$ cat config.mk
export PLATFORM = sky130hd
export DESIGN_NAME = spr_top
export DESIGN_NICKNAME = d
export VERILOG_FILES = /design/src/core/spr_pkg.sv /design/src/core/spr_top.sv /design/src/core/spr_delay_timer.sv
export SDC_FILE = /design/constraint.sdc
export NUM_CORES = 1
export LEC_CHECK = 0
export BUFFER_PORTS_ARGS = -buffer_cell sky130_fd_sc_hd__buf_2
export CAP_MARGIN = 10
export CORE_ASPECT_RATIO = 0.7
export CORE_UTILIZATION = 48
export CTS_BUF_LIST = sky130_fd_sc_hd__clkbuf_4
export CTS_CLUSTER_SIZE = 30
export DETAILED_ROUTE_END_ITERATION = 6
export GPL_ROUTABILITY_DRIVEN = 0
export GPL_TIMING_DRIVEN = 0
export PLACE_DENSITY = 0.78
export SYNTH_ARGS = -nofsm -noshare
export SYNTH_HDL_FRONTEND = slang
export SYNTH_SLANG_ARGS = --single-unit
$ cat constraint.sdc
create_clock -name hclk -period 4.4 [get_ports hclk]
set_clock_uncertainty 0.15 [all_clocks]
set_input_delay 0.22 -clock hclk [delete_from_list [all_inputs] [get_ports hclk]]
set_output_delay 0.22 -clock hclk [all_outputs]
set_load 0.01 [all_outputs]
$ cat src/core/spr_pkg.sv
// Package for the setpoint relay controller: register map, field layout,
// reset values and timing constants.
// Assumes one 50 MHz clock and a 32-bit AHB-Lite register bus.
package spr_pkg;

  localparam int unsigned ADDR_W         = 8;
  localparam int unsigned READING_W      = 16;
  localparam int unsigned DELAY_W        = 14;

  // Register byte offsets
  localparam logic [7:0]  OFS_SETPOINT_ONE   = 8'h00;
  localparam logic [7:0]  OFS_SETPOINT_TWO   = 8'h04;
  localparam logic [7:0]  OFS_SETPOINT_THREE = 8'h08;
  localparam logic [7:0]  OFS_SETPOINT_FOUR  = 8'h0C;
  localparam logic [7:0]  OFS_MAKE_DELAY     = 8'h10;
  localparam logic [7:0]  OFS_BREAK_DELAY    = 8'h14;
  localparam logic [7:0]  OFS_CONTROL        = 8'h18;
  localparam logic [7:0]  OFS_STATE          = 8'h1C;
  localparam logic [7:0]  OFS_IRQ_STATUS     = 8'h20;
  localparam logic [7:0]  OFS_IRQ_MASK       = 8'h24;

  // Control fields: [3:0] direction pattern (bit 3 = setpoint one), [4] band
  localparam int unsigned CTL_DIR_LSB    = 0;
  localparam int unsigned CTL_BAND_BIT   = 4;

  // State fields
  localparam int unsigned ST_OUT_LSB     = 0;
  localparam int unsigned ST_CMP_LSB     = 4;
  localparam int unsigned ST_BAND_BIT    = 8;
  localparam int unsigned ST_ALARM_BIT   = 9;
  localparam int unsigned ST_ELAPSED_LSB = 10;

  // Reset values
  localparam logic [15:0] SETPOINT_RESET = 16'h270F;  // 9999, out of reach
  localparam logic [13:0] DELAY_RESET    = 14'h0000;
  localparam logic [13:0] DELAY_MAX      = 14'h270F;  // 9999 seconds
  localparam logic [3:0]  DIR_RESET      = 4'hF;      // All high
  localparam logic        BAND_RESET     = 1'b0;
  localparam logic [3:0]  MASK_RESET     = 4'h0;

  // Seconds tick
  localparam longint unsigned SECOND_NS     = 1000000000;
  localparam longint unsigned CLK_PERIOD_NS = 20;
  localparam int unsigned     TICK_CYCLES   = int'(SECOND_NS / CLK_PERIOD_NS);

endpackage

$ cat src/core/spr_top.sv
// Setpoint relay controller: four setpoint comparators, first-relay delay
// and band logic, relay and annunciator drive, AHB-Lite register slave.
// Assumes the reading input is a signed count synchronous to hclk.
`timescale 1ns/1ps
`default_nettype none
module spr_top #(
  parameter int unsigned CYCLES_PER_TICK = spr_pkg::TICK_CYCLES,
  parameter int unsigned READING_W       = spr_pkg::READING_W
) (
  input  wire logic                  hclk,
  input  wire logic                  hresetn,
  // AHB-Lite slave
  input  wire logic                  hsel,
  input  wire logic [31:0]           haddr,
  input  wire logic [1:0]            htrans,
  input  wire logic                  hwrite,
  input  wire logic [2:0]            hsize,
  input  wire logic [31:0]           hwdata,
  input  wire logic                  hready,
  output logic                       hreadyout,
  output logic                       hresp,
  output logic [31:0]                hrdata,
  // Measurement and outputs
  input  wire logic [READING_W-1:0]  reading,
  output logic [3:0]                 relay_drive,
  output logic [3:0]                 annunciator,
  output logic                       irq
);

  localparam int unsigned DW = spr_pkg::DELAY_W;

  // Signed compare of two readings
  function automatic logic above(input logic [READING_W-1:0] a, input logic [READING_W-1:0] b);
    above = $signed(a) > $signed(b);
  endfunction

  // Clamp a written delay to its documented range
  function automatic logic [DW-1:0] clamp_delay(input logic [31:0] v);
    clamp_delay = (v > 32'(spr_pkg::DELAY_MAX)) ? spr_pkg::DELAY_MAX : v[DW-1:0];
  endfunction

  // Zero-extend a setpoint for the read mux
  function automatic logic [31:0] widen_sp(input logic [READING_W-1:0] v);
    widen_sp = {{(32-READING_W){1'b0}}, v};
  endfunction

  // Registers
  logic [READING_W-1:0] setpoint_one;
  logic [READING_W-1:0] setpoint_two;
  logic [READING_W-1:0] setpoint_three;
  logic [READING_W-1:0] setpoint_four;
  logic [DW-1:0]        make_delay;
  logic [DW-1:0]        break_delay;
  logic [3:0]           relay_direction_pattern;
  logic                 pump_band_select;
  logic [3:0]           irq_status;
  logic [3:0]           irq_mask;

  // Bus data phase
  logic                 dp_valid;
  logic                 dp_write;
  logic [7:0]           dp_addr;
  logic                 addr_take;

  // Zero wait states: every transfer answers in its data phase
  assign addr_take = hsel && htrans[1] && hready;
  assign hreadyout = 1'b1;
  assign hresp     = 1'b0;

  always_ff @(posedge hclk or negedge hresetn) begin
    if (!hresetn) begin
      dp_valid <= 1'b0;
      dp_write <= 1'b0;
      dp_addr  <= 8'h00;
    end else begin
      dp_valid <= addr_take;
      dp_write <= addr_take && hwrite;
      dp_addr  <= addr_take ? {haddr[7:2], 2'b00} : dp_addr;
    end
  end

  // Write decode; writes land at the edge that ends the data phase
  function automatic logic wr_hit(input logic [7:0] ofs);
    wr_hit = dp_write && (dp_addr == ofs);
  endfunction

  logic wr_sp1;
  logic wr_sp2;
  logic wr_sp3;
  logic wr_sp4;
  logic wr_make;
  logic wr_break;
  logic wr_ctl;
  logic wr_stat;
  logic wr_mask;

  assign wr_sp1   = wr_hit(spr_pkg::OFS_SETPOINT_ONE);
  assign wr_sp2   = wr_hit(spr_pkg::OFS_SETPOINT_TWO);
  assign wr_sp3   = wr_hit(spr_pkg::OFS_SETPOINT_THREE);
  assign wr_sp4   = wr_hit(spr_pkg::OFS_SETPOINT_FOUR);
  assign wr_make  = wr_hit(spr_pkg::OFS_MAKE_DELAY);
  assign wr_break = wr_hit(spr_pkg::OFS_BREAK_DELAY);
  assign wr_ctl   = wr_hit(spr_pkg::OFS_CONTROL);
  assign wr_stat  = wr_hit(spr_pkg::OFS_IRQ_STATUS);
  assign wr_mask  = wr_hit(spr_pkg::OFS_IRQ_MASK);

  always_ff @(posedge hclk or negedge hresetn) begin
    if (!hresetn) begin
      setpoint_one   <= spr_pkg::SETPOINT_RESET;
      setpoint_two   <= spr_pkg::SETPOINT_RESET;
      setpoint_three <= spr_pkg::SETPOINT_RESET;
      setpoint_four  <= spr_pkg::SETPOINT_RESET;
    end else begin
      setpoint_one   <= wr_sp1 ? hwdata[READING_W-1:0] : setpoint_one;
      setpoint_two   <= wr_sp2 ? hwdata[READING_W-1:0] : setpoint_two;
      setpoint_three <= wr_sp3 ? hwdata[READING_W-1:0] : setpoint_three;
      setpoint_four  <= wr_sp4 ? hwdata[READING_W-1:0] : setpoint_four;
    end
  end

  // Oversized delays clamp rather than wrap
  always_ff @(posedge hclk or negedge hresetn) begin
    if (!hresetn) begin
      make_delay              <= spr_pkg::DELAY_RESET;
      break_delay             <= spr_pkg::DELAY_RESET;
      relay_direction_pattern <= spr_pkg::DIR_RESET;
      pump_band_select        <= spr_pkg::BAND_RESET;
      irq_mask                <= spr_pkg::MASK_RESET;
    end else begin
      make_delay              <= wr_make ? clamp_delay(hwdata) : make_delay;
      break_delay             <= wr_break ? clamp_delay(hwdata) : break_delay;
      relay_direction_pattern <= wr_ctl ? hwdata[spr_pkg::CTL_DIR_LSB +: 4] : relay_direction_pattern;
      pump_band_select        <= wr_ctl ? hwdata[spr_pkg::CTL_BAND_BIT] : pump_band_select;
      irq_mask                <= wr_mask ? hwdata[3:0] : irq_mask;
    end
  end

  // Seconds tick; free-running, so a delay may end up to one second early
  localparam int unsigned TW = $clog2(CYCLES_PER_TICK + 1);
  logic [TW-1:0] tick_count;
  logic          tick;

  assign tick = tick_count == TW'(CYCLES_PER_TICK - 1);

  always_ff @(posedge hclk or negedge hresetn) begin
    if (!hresetn) begin
      tick_count <= '0;
    end else begin
      tick_count <= tick ? '0 : tick_count + TW'(1);
    end
  end

  // Comparators, one per setpoint; bit 3 is setpoint one
  logic [3:0] dir_high;
  logic [3:0] cmp;
  logic [3:0] set_above;
  logic [3:0] set_below;

  assign dir_high     = relay_direction_pattern;
  assign set_above[3] = above(reading, setpoint_one);
  assign set_above[2] = above(reading, setpoint_two);
  assign set_above[1] = above(reading, setpoint_three);
  assign set_above[0] = above(reading, setpoint_four);
  assign set_below[3] = above(setpoint_one, reading);
  assign set_below[2] = above(setpoint_two, reading);
  assign set_below[1] = above(setpoint_three, reading);
  assign set_below[0] = above(setpoint_four, reading);
  // Strict compares: a reading equal to a setpoint never trips it
  // Every setpoint is evaluated, fitted relay or not
  assign cmp = (dir_high & set_above) | (~dir_high & set_below);

  // Band mode for relay one
  logic band_active;
  logic band_latch;
  logic band_on;
  logic band_off;
  logic band_alarm;
  logic alarm_one;

  assign band_active = pump_band_select && above(setpoint_two, setpoint_one);
  // Low: fill below one until two; high: empty above two until one
  assign band_on  = dir_high[3] ? set_above[2] : set_below[3];
  assign band_off = dir_high[3] ? !set_above[3] : !set_below[2];
  assign band_alarm = band_on || (band_latch && !band_off);
  assign alarm_one  = band_active ? band_alarm : cmp[3];

  // Latch drops whenever band mode lapses, so no stale hysteresis
  always_ff @(posedge hclk or negedge hresetn) begin
    if (!hresetn) begin
      band_latch <= 1'b0;
    end else begin
      band_latch <= band_active && band_alarm;
    end
  end

  // Relay one with its make and break delays
  logic          relay_one;
  logic [DW-1:0] delay_elapsed;

  spr_delay_timer #(
    .DELAY_W     (DW)
  ) u_delay (
    .hclk        (hclk),
    .hresetn     (hresetn),
    .tick        (tick),
    .alarm       (alarm_one),
    .make_delay  (make_delay),
    .break_delay (break_delay),
    .relay       (relay_one),
    .elapsed     (delay_elapsed)
  );

  // Annunciators mirror the drive so unfitted relays still indicate
  // Outputs; two, three and four follow their comparison
  logic [3:0] next_drive;
  assign next_drive = {relay_one, cmp[2:0]};

  always_ff @(posedge hclk or negedge hresetn) begin
    if (!hresetn) begin
      relay_drive <= 4'h0;
      annunciator <= 4'h0;
    end else begin
      relay_drive <= next_drive;
      annunciator <= next_drive;
    end
  end

  // Sticky change events; a new event beats a same-cycle clear
  logic [3:0] events;
  logic [3:0] stat_clear;
  logic [3:0] next_status;

  assign events      = next_drive ^ relay_drive;
  assign stat_clear  = wr_stat ? hwdata[3:0] : 4'h0;
  assign next_status = (irq_status & ~stat_clear) | events;

  always_ff @(posedge hclk or negedge hresetn) begin
    if (!hresetn) begin
      irq_status <= 4'h0;
      irq        <= 1'b0;
    end else begin
      irq_status <= next_status;
      irq        <= |(next_status & irq_mask);
    end
  end

  // Read mux over the data phase
  logic [31:0] state_word;
  logic [31:0] ctl_word;
  logic [31:0] rd_word;

  // Field positions live in the package so software and logic agree
  always_comb begin
    state_word                                 = 32'h0000_0000;
    state_word[spr_pkg::ST_OUT_LSB +: 4]       = relay_drive;
    state_word[spr_pkg::ST_CMP_LSB +: 4]       = cmp;
    state_word[spr_pkg::ST_BAND_BIT]           = band_active;
    state_word[spr_pkg::ST_ALARM_BIT]          = alarm_one;
    state_word[spr_pkg::ST_ELAPSED_LSB +: DW]  = delay_elapsed;
  end

  always_comb begin
    ctl_word                                = 32'h0000_0000;
    ctl_word[spr_pkg::CTL_DIR_LSB +: 4]     = relay_direction_pattern;
    ctl_word[spr_pkg::CTL_BAND_BIT]         = pump_band_select;
  end

  always_comb begin
    unique case (dp_addr)
      spr_pkg::OFS_SETPOINT_ONE:   rd_word = widen_sp(setpoint_one);
      spr_pkg::OFS_SETPOINT_TWO:   rd_word = widen_sp(setpoint_two);
      spr_pkg::OFS_SETPOINT_THREE: rd_word = widen_sp(setpoint_three);
      spr_pkg::OFS_SETPOINT_FOUR:  rd_word = widen_sp(setpoint_four);
      spr_pkg::OFS_MAKE_DELAY:     rd_word = {{(32-DW){1'b0}}, make_delay};
      spr_pkg::OFS_BREAK_DELAY:    rd_word = {{(32-DW){1'b0}}, break_delay};
      spr_pkg::OFS_CONTROL:        rd_word = ctl_word;
      spr_pkg::OFS_STATE:          rd_word = state_word;
      spr_pkg::OFS_IRQ_STATUS:     rd_word = {28'h0, irq_status};
      spr_pkg::OFS_IRQ_MASK:       rd_word = {28'h0, irq_mask};
      default:                     rd_word = 32'h0000_0000;
    endcase
  end

  // Read data only during a read data phase
  assign hrdata = (dp_valid && !dp_write) ? rd_word : 32'h0000_0000;

endmodule
`default_nettype wire

$ cat src/core/spr_delay_timer.sv
// Delay-on-make / delay-on-break filter for the first setpoint relay.
// Assumes a one-cycle seconds tick from the parent, same clock.
`timescale 1ns/1ps
`default_nettype none
module spr_delay_timer #(
  parameter int unsigned DELAY_W = spr_pkg::DELAY_W
) (
  input  wire logic               hclk,
  input  wire logic               hresetn,
  input  wire logic               tick,
  input  wire logic               alarm,
  input  wire logic [DELAY_W-1:0] make_delay,
  input  wire logic [DELAY_W-1:0] break_delay,
  output logic                    relay,
  output logic [DELAY_W-1:0]      elapsed
);

  logic               pending;
  logic [DELAY_W-1:0] target;
  logic [DELAY_W-1:0] next_elapsed;
  logic               expire;

  assign pending      = alarm != relay;
  assign target       = alarm ? make_delay : break_delay;
  assign next_elapsed = elapsed + DELAY_W'(1);
  // Zero delay switches at once; otherwise on the tick that completes it
  assign expire       = pending && ((target == '0) || (tick && next_elapsed >= target));

  always_ff @(posedge hclk or negedge hresetn) begin
    if (!hresetn) begin
      relay   <= 1'b0;
      elapsed <= '0;
    end else if (!pending || expire) begin
      // An interrupted condition restarts the count
      relay   <= expire ? alarm : relay;
      elapsed <= '0;
    end else if (tick) begin
      elapsed <= next_elapsed;
    end
  end

endmodule
`default_nettype wire

==> reports/results.txt, run 1 <==
Overflow left after global routing - 0
Starting density of the core - 0.499
Yosys synthesis warning count - 0
Root buffer cell - clkbuf_4
Critical-path cell list - inv_2, ha_4, nand4_1, or4_4, a21oi_4, o41ai_2, o21bai_4, nand3_2, a21boi_4, buf_12, mux2i_2, ha_1, a211oi_2, o211ai_1, o31ai_1, o31a_1, buf_6, o21ai_4, a311oi_4, a2bb2oi_4, buf_4, a21oi_2
Slowest cell on the critical path - or4_4
Met3 wire length - 4110 um
Die Span X - 179 um
CTS tree - yes
Place WS - -1.55 ns
Die area - 0.0226 mm2
Synthesized area per cell - 9.99 um2
Max_cap viols - 0
Top cells by instance count after synthesis - 124 x dfrtp_1, 97 x nand2_1, 96 x ha_1
Routed wire length - 32600 um
Result of the run - finished, violations left
Wire length per cell after detailed routing - 21.3 um
Number of failing setup endpoints in the final timing report - 15
Number of placed cells counting well taps - 1433
Setup slack of the critical path after layout - -1.01 ns
DRT antenna net count - 0
Min-delay worst type - input pin to async pin
Die span in y - 126 um
Via count of the first global-routing pass - 9066
First-iteration detailed-routing DRC count - 1067
Sequential-to-total area share from yosys stat - 0.384
Global-route wire length before repair - 50100 um
Detailed Place HPWL - 23600 um
Largest net degree at the start of global routing - 96
Reported leakage power - 5.62 nW
Total of fill cells in the finished design - 1738
Nature of the critical path startpoint - flop
Non-filler cells in the finished layout - 1528
Power density over the cells - 320 mW/mm2
Top FF cell, synth - dfrtp_1
Number of placed I/O pins - 133
Cell Rows - 44
Clock buffer count from CTS - 17
Fmax - 185 MHz
Clock insertion delay at the later pin of the skew report - 0.62 ns
Proportion of netlist area held by the largest area contributor - 0.294
Number of library cell types mapped by synthesis - 77
CP Data Required Time - 4.80 ns
Vias post-DR - 9315
Maximum fanout along the worst path - 8
Worst setup path class - flop to flop
Number of buffers between clock root and the deepest sink - 2
Worst relative slew slack - 0.399
Biggest area contributors in the synthesized netlist - dfrtp_1 29%, ha_1 11%, dfstp_2 9.0%
Dominant cell by count in the synthesized netlist - dfrtp_1
Fin Setup TNS - -14.41 ns
Critical path arrival - 5.81 ns
Clock-pin slew on the worst setup and hold paths - 0.15 ns
Number of enable flip-flop cells after synthesis - 0
Net total in the final layout - 1425
DRC errors left - 10
Routed via count divided by cell count - 6.10
Fraction of final layout cells with drive strength greater than 1 - 0.284
Fraction of registers with async set/reset - 1.00
Final max-slew violation count - 0
Setup repair after global routing missed its margin - true
Number of detailed-route iterations in the first pass - 7
Slew @ Worst Pin - 0.894 ns
Number of port buffers - 92
Peak ir drop on the vdd network - 214 uV
Met2 routed WL - 13300 um
Number of H-tree branching levels - 4
Number of hold violations in the final report - 0
Total global-route track usage - 0.297
Highest metal layer with signal wires - met4
Flip-flop and latch count after synthesis - 160
Count of inserted antenna diode cells - 0
Core region area - 0.0211 mm2
Gate count after technology mapping - 1056
Final worst path period share - 1.23
Met1 routed wirelength after detailed routing - 14500 um
Post-Synthesis Cell Area - 0.0106 mm2
Library cell occupying the most area in the post-synthesis netlist - dfrtp_1
Layout overhead on the synthesized area - 20.1%
Type of element capturing the critical path - flop
Min cycle time layout - 5.41 ns
Violated checks - DRC, setup timing
Antenna violations before repair - 0
Clock Sink Count - 160
Worst stage delay on the critical path - 0.65 ns
[per-stage QoR]
stage / instance area (um2) / hold slack, ns / total power, mW / util
global route: 12700 / 0.0294 / 4.23 / 0.599
finish: 12700 / 0.0559 / 4.05 / 0.599
CTS: 12500 / 0.00690 / 3.96 / 0.593
detailed placement: 11500 / 0.0520 / 2.91 / 0.545
floorplan: 10700 / -0.226 / 2.54 / -
global placement: 11500 / 0.294 / 2.87 / 0.543
[final cells by class]
class | count | area, um2 | area share
inverter | 47 | 176 | 0.0139
timing repair buffer | 157 | 1150 | 0.0908
multi-input combinational | 812 | 6400 | 0.505
buffer | 44 | 256 | 0.0202
clock inverter | 15 | 161 | 0.0127
sequential | 160 | 4050 | 0.320
tap | 276 | 345 | 0.0273
clock buffer | 17 | 128 | 0.0101
[state kept, by name, summed over array words and instances, names as in the netlist, 4 cells and up]
register and count:
dir_high 4, break_delay 14, tick_count 26, u_delay.elapsed 14, irq_status 4, dp_addr 6, make_delay 14, setpoint_two 16
irq_mask 4, setpoint_four 16, setpoint_one 16, annunciator 4, setpoint_three 16
[timing repair]
item | in CTS | in global routing
pin swaps | 16 | 32
cloned | 1 | 1
gates resized for setup | 26 | 14
endpoints found under the setup margin | 17 | 16
buffers inserted | 18 | 5
hold buffers | 39 | 0
endpoints found under the hold margin | 245 | 0
[logic make-up after synthesis]
logic type	after synthesis	share of synthesized area
AO/OA/AOI/OAI	213	0.132
XOR/XNOR	48	0.0398
adder cells (fa/ha/maj)	96	0.114
buffers and inverters	92	0.0410
flip-flops	160	0.384
multiplexers	120	0.134
other	2	0.000712
AND/OR/NAND/NOR	325	0.155
[critical path, delay by kind of cell, from the launching register on]
family | cells | cell delay, ns
AND/OR/NAND/NOR | 3 | 0.96
buffers and inverters | 4 | 0.52
adder cells (fa/ha/maj) | 2 | 0.55
AO/OA/AOI/OAI | 12 | 2.33
flip-flops | 1 | 0.61
multiplexers | 1 | 0.21
[power by group]
part	leakage, nW	total, mW	switching, mW	internal (mW)
Clock	0.133	0.933	0.592	0.340
Combinational	3.66	1.32	0.703	0.612
Sequential	1.83	1.81	0.174	1.63
[cells in the final DEF, fill, tap and decap left out, types with 22 or more instances in the layout]
master and n:
a21oi_1 50, buf_2 91, buf_4 34, clkbuf_1 22, dfrtp_1 124, dfstp_2 36
dlygate4sd3_1 38, ha_1 91, inv_1 44, mux2_2 83, mux2i_1 25, nand2_1 97
nand3_1 31, nand4_1 26, nor2_1 62, o21ai_0 52, xnor2_1 24, xor2_1 24
[final timing paths]
check | from | end | slack [ns] | cells past startpoint
setup reg to reg | setpoint_one[10] | u_delay.elapsed[13] | -1.01 | 22
min in group hclk | hwdata[27] | make_delay[4] | 0.17 | 6
hold reg to reg | tick_count[6] | tick_count[6] | 0.34 | 1
hold / removal | hresetn | dir_high[3] | 0.06 | 2
setup / recovery | setpoint_one[10] | u_delay.elapsed[13] | -1.01 | 22
max in group asynchronous | hresetn | setpoint_one[1] | 3.52 | 3
[layer usage]
metal | vias to the layer above | track usage
met5 | - | 0
met4 | 0 | 0.0949
met3 | 59 | 0.104
met2 | 512 | 0.405
met1 | 4532 | 0.435
li1 | 4212 | -
No activity file was read; power rests on OpenSTA's default activity.
==> run 2, diff against run 1 <==
- CELL_PAD_IN_SITES_DETAIL_PLACEMENT: unset -> 1
- CELL_PAD_IN_SITES_GLOBAL_PLACEMENT: unset -> 1
- CORE_UTILIZATION: 48 -> 43
- PLACE_DENSITY: 0.78 -> 0.86
==> reports/results.txt, run 2 (synthesis gave the netlist of run 1 again) <==
Net switching power figure - 1.60 mW (+9.0%)
DRC errors left - 0 (-10)
Slew @ Worst Pin - 1.21 ns (+0.321 ns)
R2R Path Start - setpoint_one[10]
Destination of the worst hold path - dp_addr[6]
Cell Rows - 47 (+6.8%)
Setup slack of the critical path after layout - -1.09 ns (-0.0741 ns)
Total global-route track usage - 0.315 (+0.0182)
Starting density of the core - 0.442 (-0.0572)
Die Span X - 189 um (+5.6%)
Number of placed I/O pins - 133 (unchanged)
Fin Setup TNS - -15.82 ns (-1.41 ns)
Die span in y - 133 um (+5.6%)
Routed via count divided by cell count - 6.23 (+2.2%)
Number of detailed-route iterations in the first pass - 5 (-2)
Number of H-tree branching levels - 4 (unchanged)
Die area - 0.0252 mm2 (+11%)
First-iteration detailed-routing DRC count - 1041 (-2.4%)
Nature of the critical path startpoint - flop
Internal power consumption - 2.55 mW (-1.4%)
Proportion of total power due to net switching - 0.386 (+0.0235)
Detailed Place HPWL - 27600 um (+17%)
Clock insertion delay at the later pin of the skew report - 0.63 ns (about the same)
Final max-slew violation count - 0 (unchanged)
Total chip power - 4.15 mW (+2.4%)
Overflow left after global routing - 0 (unchanged)
Antenna violations before repair - 1 (+1)
Hold slack - 0.0446 ns (-0.0113 ns)
Worst R2R End - u_delay.elapsed[12]
Setup repair after global routing missed its margin - true
Startpoint of the worst hold path - hready
Global-route wire length before repair - 59500 um (+19%)
Root buffer cell - clkbuf_4
Fmax - 182 MHz (-1.4%)
Reported leakage power - 5.65 nW (+0.58%)
Vias post-DR - 9822 (+5.4%)
Wire length per cell after detailed routing - 25.4 um (+19%)
Part of the power in the clock network - 0.216 (-0.014)
Final worst path period share - 1.25 (+0.0168)
DRT antenna net count - 0 (unchanged)
Gate power share - 0.347 (+0.023)
Via count of the first global-routing pass - 10.1k (+12%)
Clock buffer count from CTS - 17 (unchanged)
Type of element capturing the critical path - flop
Layout overhead on the synthesized area - 21.3%
Power density over the cells - 324 mW/mm2 (+1.3%)
Number of port buffers - 92 (unchanged)
Reg area - 0.00405 mm2 (about the same)
Fraction of final layout cells with drive strength greater than 1 - 0.304 (+0.0199)
Worst setup path class - flop to flop
FF-to-FF setup slack - -1.09 ns (-0.07 ns)
Biggest register - tick_count
Largest net degree at the start of global routing - 100 (+4.2%)
Multi-input logic area - 0.00649 mm2 (+1.4%)
Maximum fanout along the worst path - 10 (+2)
Min cycle time layout - 5.49 ns (+0.0741 ns)
Clock-pin slew on the worst setup and hold paths - 0.15 ns (about the same)
Critical path arrival - 5.89 ns (+0.08 ns)
Worst relative slew slack - 0.183 (-0.216)
Max_cap viols - 0 (unchanged)
Violated checks - setup timing
CTS tree - yes
Flip-flop count of the largest register, all copies and words added - 26 (unchanged)
Depth of the worst register-to-register path - 22 (unchanged)
Net total in the final layout - 1432 (+0.49%)
CP Data Required Time - 4.80 ns (about the same)
Number of hold violations in the final report - 0 (unchanged)
Total of fill cells in the finished design - 2691 (+55%)
Number of failing setup endpoints in the final timing report - 16 (+1)
Worst Hold Depth - 3
Number of buffers between clock root and the deepest sink - 2 (unchanged)
Result of the run - finished, violations left
Sequential share of power - 0.437 (-0.009)
Core region area - 0.0239 mm2 (+13%)
Peak ir drop on the vdd network - 189 uV (-12%)
Clock Sink Count - 160 (unchanged)
Count of inserted antenna diode cells - 0 (unchanged)
Highest-count cells in the layout ignoring fill and taps - 123 x dfrtp_1, 97 x nand2_1, 90 x buf_2, 88 x ha_1, 83 x mux2_2
Min-delay worst type - input pin to flop
Most common cell after layout, fill and taps aside - dfrtp_1
Final core utilization - 0.536 (-0.0631)
Routed wire length - 40100 um (+23%)
-- run 2: cell types whose count changed in the layout (fill, tap and decap cells not counted), sizes merged --
cell         previous run  this run
clkinvlp                7         6
clkbuf                 40        41
bufinv                  2         1
clkinv                  3         5
buf                   140       156
dlygate4sd3            38        28
-- run 2: stage by stage --
stage | std cells | setup WS (ns) | instance area [um2]
2_1_floorplan | 1064 | -0.131 | 10700
3_3_place_gp | 1474 | -1.77 | 11500
3_5_place_dp | 1475 | -1.85 | 11600
4_1_cts | 1564 | -0.848 | 12500
5_1_grt | 1577 | -1.17 | 12800
6_report | 1577 | -1.09 | 12800
-- run 2: area by class of cell --
| class | count | area share |
|---|---|---|
| Sequential cell | 160 | 0.316 |
| Tap cell | 318 | 0.0311 |
| Inverter | 47 | 0.0138 |
| Clock inverter | 15 | 0.0107 |
| Timing Repair Buffer | 163 | 0.0900 |
| Multi-Input combinational cell | 812 | 0.507 |
| Buffer | 45 | 0.0212 |
| Clock buffer | 17 | 0.00997 |
-- run 2: metal layers --
metal,track usage,part of all wire,vias to the layer above
li1,-,-,4217
met1,0.446,0.43,4952
met2,0.465,0.44,536
met3,0.0745,0.094,117
met4,0.121,0.036,0
met5,0,0,-
-- run 2: power groups by stage --
stage | Combinational [mW] | Clock [mW] | Sequential, mW
floorplan | 0.779 | 0 | 1.76
global placement | 1.07 | 0 | 1.81
detailed placement | 1.15 | 0 | 1.83
CTS | 1.28 | 0.900 | 1.80
global route | 1.52 | 0.956 | 1.83
finish | 1.44 | 0.896 | 1.81
-- run 2: worst max-delay path: stages, from the launching register on --
cell       delay, ns
dfstp_2         0.58
inv_2           0.05
ha_4            0.26
nand4_1         0.23
or4_4           0.66
a21oi_4         0.25
o41ai_2         0.09
o21bai_4        0.22
nand3_2         0.09
a21boi_4        0.19
buf_6           0.12
buf_12          0.13
mux2i_4         0.27
ha_4            0.25
a211oi_4        0.25
o211ai_1        0.13
o31ai_2         0.30
o31a_1          0.26
o21ai_2         0.13
a311oi_2        0.31
a2bb2oi_4       0.13
buf_6           0.19
a21oi_2         0.14
-- run 2: how the worst max path moves through the flow --
stage                      from                  end  slack, ns  depth (start not counted)
5_1_grt         setpoint_two[8]  u_delay.elapsed[12]      -1.17                         22
3_5_place_dp   setpoint_two[11]  u_delay.elapsed[12]      -1.85                         21
4_1_cts         setpoint_one[8]  u_delay.elapsed[12]      -0.85                         22
2_1_floorplan  setpoint_one[10]  u_delay.elapsed[10]      -0.13                         22
3_3_place_gp   setpoint_two[11]  u_delay.elapsed[12]      -1.77                         21
6_report       setpoint_one[10]  u_delay.elapsed[12]      -1.09                         22
-- run 2: timing repair --
action	in CTS	in global routing
endpoints found under the setup margin	17	18
endpoints found under the hold margin	252	0
pin swaps	16	17
cloned	0	1
setup buffers	28	12
hold buffers	29	0
resized for setup	30	31
==> run 3, diff against run 2 <==
- CTS_CLUSTER_SIZE: 30 -> 24
- SYNTH_HIERARCHICAL: unset -> 1
==> reports/results.txt, run 3 <==
Gr busiest metal - met2
Setup repair after global routing missed its margin - true
Worst R2R End - u_delay/relay
Part of the power in the clock network - 0.233 (+0.017)
Fin Setup TNS - -3.70 ns (+12.12 ns)
Non-filler cells in the finished layout - 1531 (-2.9%)
Slew @ Worst Pin - 1.07 ns (-0.146 ns)
R2R Path Start - setpoint_two[11]
Clock insertion delay at the later pin of the skew report - 0.61 ns (-0.02 ns)
Clock-pin slew on the worst setup and hold paths - 0.15 ns (about the same)
Flip-flop count of the largest register, all copies and words added - 26 (unchanged)
Violated checks - setup timing
Number of detailed-route iterations in the first pass - 7 (+2)
Met2 GRT Util - 0.460 (-0.00479)
Cell Rows - 47 (unchanged)
Met1 Resource Use GR - 0.428 (-0.0181)
Biggest area contributors in the synthesized netlist - dfrtp_1 30%, ha_1 12%, dfstp_2 9.1%
Highest-count cells in the layout ignoring fill and taps - 122 x dfrtp_1, 102 x buf_2, 88 x ha_1, 86 x nand2_1, 83 x mux2_2
Type of element capturing the critical path - flop
Wire length per cell after detailed routing - 24.4 um (-4.1%)
Net total in the final layout - 1385 (-3.3%)
CTS tree - yes
Worst relative slew slack - 0.287 (+0.105)
Number of failing setup endpoints in the final timing report - 15 (-1)
Total chip power - 4.07 mW (-2.0%)
Number of placed cells counting well taps - 1439 (-2.4%)
Clock Sink Count - 160 (unchanged)
Number of H-tree branching levels - 4 (unchanged)
Number of enable flip-flop cells after synthesis - 0 (unchanged)
Number of library cell types mapped by synthesis - 72 (-6.5%)
Total global-route track usage - 0.300 (-0.0151)
Startpoint of the worst hold path - hready
Internal power consumption - 2.57 mW (+0.91%)
Slowest cell on the critical path - nor4_1
Biggest register - tick_count
Dominant cell by count in the synthesized netlist - dfrtp_1
Top cells by instance count after synthesis - 124 x dfrtp_1, 96 x ha_1, 87 x nand2_1
Clock buffer count from CTS - 17 (unchanged)
Routed wire length - 37300 um (-6.9%)
Critical-path cell list - ha_4, nand4_1, buf_4, buf_4, nor4_1, o32a_1, mux2i_4, mux2_4, buf_12, buf_12, mux2i_4, ha_4, nand4_1, o221ai_2, a21oi_2, o211ai_1, mux2_2
Gate power share - 0.319 (-0.028)
Top FF cell, synth - dfrtp_1
Number of hold violations in the final report - 0 (unchanged)
Global-route wire length before repair - 56500 um (-5.0%)
Die Span X - 188 um (-0.77%)
Net switching power figure - 1.50 mW (-6.6%)
Overflow left after global routing - 0 (unchanged)
Fmax - 211 MHz (+16%)
Result of the run - finished, violations left
Via count of the first global-routing pass - 9528 (-5.8%)
Min cycle time layout - 4.74 ns (-0.741 ns)
Die area - 0.0248 mm2 (-1.5%)
Number of placed I/O pins - 133 (unchanged)
Largest net degree at the start of global routing - 111 (+11%)
Global-route track usage on met3 - 0.0660 (-0.00853)
Power density over the cells - 324 mW/mm2 (-0.19%)
Depth of the worst register-to-register path - 17 (-23%)
Core region area - 0.0237 mm2 (-0.74%)
Detailed Place HPWL - 26500 um (-4.0%)
Cell family with the largest share of critical-path delay - simple AND/OR/NAND/NOR gates
FF-to-FF setup slack - -0.34 ns (+0.74 ns)
Final worst path period share - 1.08 (-0.168)
Gate count after technology mapping - 1020 (-3.4%)
Sequential-to-total area share from yosys stat - 0.390 (+0.00605)
First-iteration detailed-routing DRC count - 899 (-14%)
Max_cap viols - 0 (unchanged)
Fraction of registers with async set/reset - 1.00 (unchanged)
Maximum fanout along the worst path - 8 (-2)
Min-delay worst type - input pin to flop
Flip-flop and latch count after synthesis - 160 (unchanged)
Setup slack of the critical path after layout - -0.344 ns (+0.741 ns)
Worst stage delay on the critical path - 0.55 ns (-0.11 ns)
Final max-slew violation count - 0 (unchanged)
Number of port buffers - 92 (unchanged)
Most common cell after layout, fill and taps aside - dfrtp_1
Routed via count divided by cell count - 6.11 (-2.0%)
CP Data Required Time - 4.75 ns (-0.05 ns)
Yosys synthesis warning count - 6 (+6)
Library cell occupying the most area in the post-synthesis netlist - dfrtp_1
Reported leakage power - 5.65 nW (-0.15%)
Proportion of total power due to net switching - 0.368 (-0.0182)
Place WS - -1.09 ns (+0.758 ns)
Nature of the critical path startpoint - flop
Post-Synthesis Cell Area - 0.0104 mm2 (-1.6%)
Sequential share of power - 0.448 (+0.011)
Root buffer cell - clkbuf_4
Die span in y - 132 um (-0.77%)
Proportion of netlist area held by the largest area contributor - 0.299 (+0.00464)
Synthesized area per cell - 10.2 um2 (+1.9%)
Worst Hold Depth - 3 (unchanged)
Antenna violations before repair - 1 (unchanged)
Critical path arrival - 5.09 ns (-0.80 ns)
DRC errors left - 0 (unchanged)
Starting density of the core - 0.438 (-0.00363)
Peak ir drop on the vdd network - 190 uV (+0.17%)
Bufs and invs on worst path - 4 (unchanged)
Worst setup path class - flop to flop
Number of buffers between clock root and the deepest sink - 2 (unchanged)
Layout overhead on the synthesized area - 21.0%
DRT antenna net count - 0 (unchanged)
Vias post-DR - 9348 (-4.8%)
Fraction of final layout cells with drive strength greater than 1 - 0.318 (+0.0143)
Destination of the worst hold path - dp_addr[5]
==> run 3: per-stage QoR <==
stage | utilization | hold WS (ns) | area (um2)
2_1_floorplan | - | -0.226 | 10400
3_3_place_gp | 0.476 | 0.279 | 11300
3_5_place_dp | 0.477 | 0.0206 | 11300
4_1_cts | 0.521 | 0.0182 | 12300
5_1_grt | 0.531 | 0.0694 | 12600
6_report | 0.531 | 0.0809 | 12600
==> run 3: tightest hold or removal path: stages <==
cell and delay, ns:
buf_2 0.10, nand3_1 0.26, mux2_2 0.21
==> run 3: how the worst max path moves through the flow <==
| stage | start | endpoint | slack, ns | depth (start not counted) |
|---|---|---|---|---|
| floorplan | setpoint_two[15] | u_delay/elapsed[0] | 0.11 | 19 |
| global placement | reading[15] | u_delay/elapsed[2] | -0.90 | 20 |
| detailed placement | reading[15] | u_delay/elapsed[13] | -1.09 | 20 |
| CTS | setpoint_two[10] | u_delay/elapsed[9] | -0.23 | 19 |
| global route | setpoint_one[9] | u_delay/relay | -0.47 | 18 |
| finish | setpoint_two[11] | u_delay/relay | -0.34 | 17 |
==> run 3: kinds of logic after synthesis <==
logic type / Yosys count / synth area share
simple gates: 313 / 0.153
compound gates: 180 / 0.113
flops: 160 / 0.390
mux: 125 / 0.143
fa+ha+maj: 96 / 0.116
buf+inv: 96 / 0.0444
xor+xnor: 48 / 0.0405
other cells: 2 / 0.000723
==> run 3: layout make-up <==
class	instances	area, um2
Fill cell	2646	11100
Multi-Input combinational cell	772	6290
Sequential cell	160	4050
Timing Repair Buffer	152	1050
Tap cell	318	398
Buffer	47	305
Inverter	49	184
Clock inverter	15	160
Clock buffer	17	128
Antenna cell	1	2.50
==> run 3: metal layers <==
layer / up-vias / wire length [um] / part of all wire
met4: 0 / 742 / 0.020
met3: 62 / 3180 / 0.085
met1: 4796 / 16500 / 0.44
met5: - / 0 / 0
li1: 4051 / - / -
met2: 439 / 16900 / 0.45
==> run 3: power by group through the flow <==
stage / clock network (mW) / registers, mW / logic (mW)
floorplan: 0 / 1.76 / 0.673
global placement: 0 / 1.81 / 0.940
detailed placement: 0 / 1.83 / 1.01
CTS: 0.956 / 1.80 / 1.20
global route: 1.02 / 1.83 / 1.38
finish: 0.949 / 1.82 / 1.30
==> run 3: timing repair <==
| item | 4_1_cts | 5_1_grt |
|---|---|---|
| hold buffers | 30 | 0 |
| setup buffers | 20 | 7 |
| gates cloned | 2 | 0 |
| setup endpoints to repair | 15 | 15 |
| pin swaps | 25 | 20 |
| resized for setup | 56 | 28 |
| endpoints found under the hold margin | 254 | 0 |
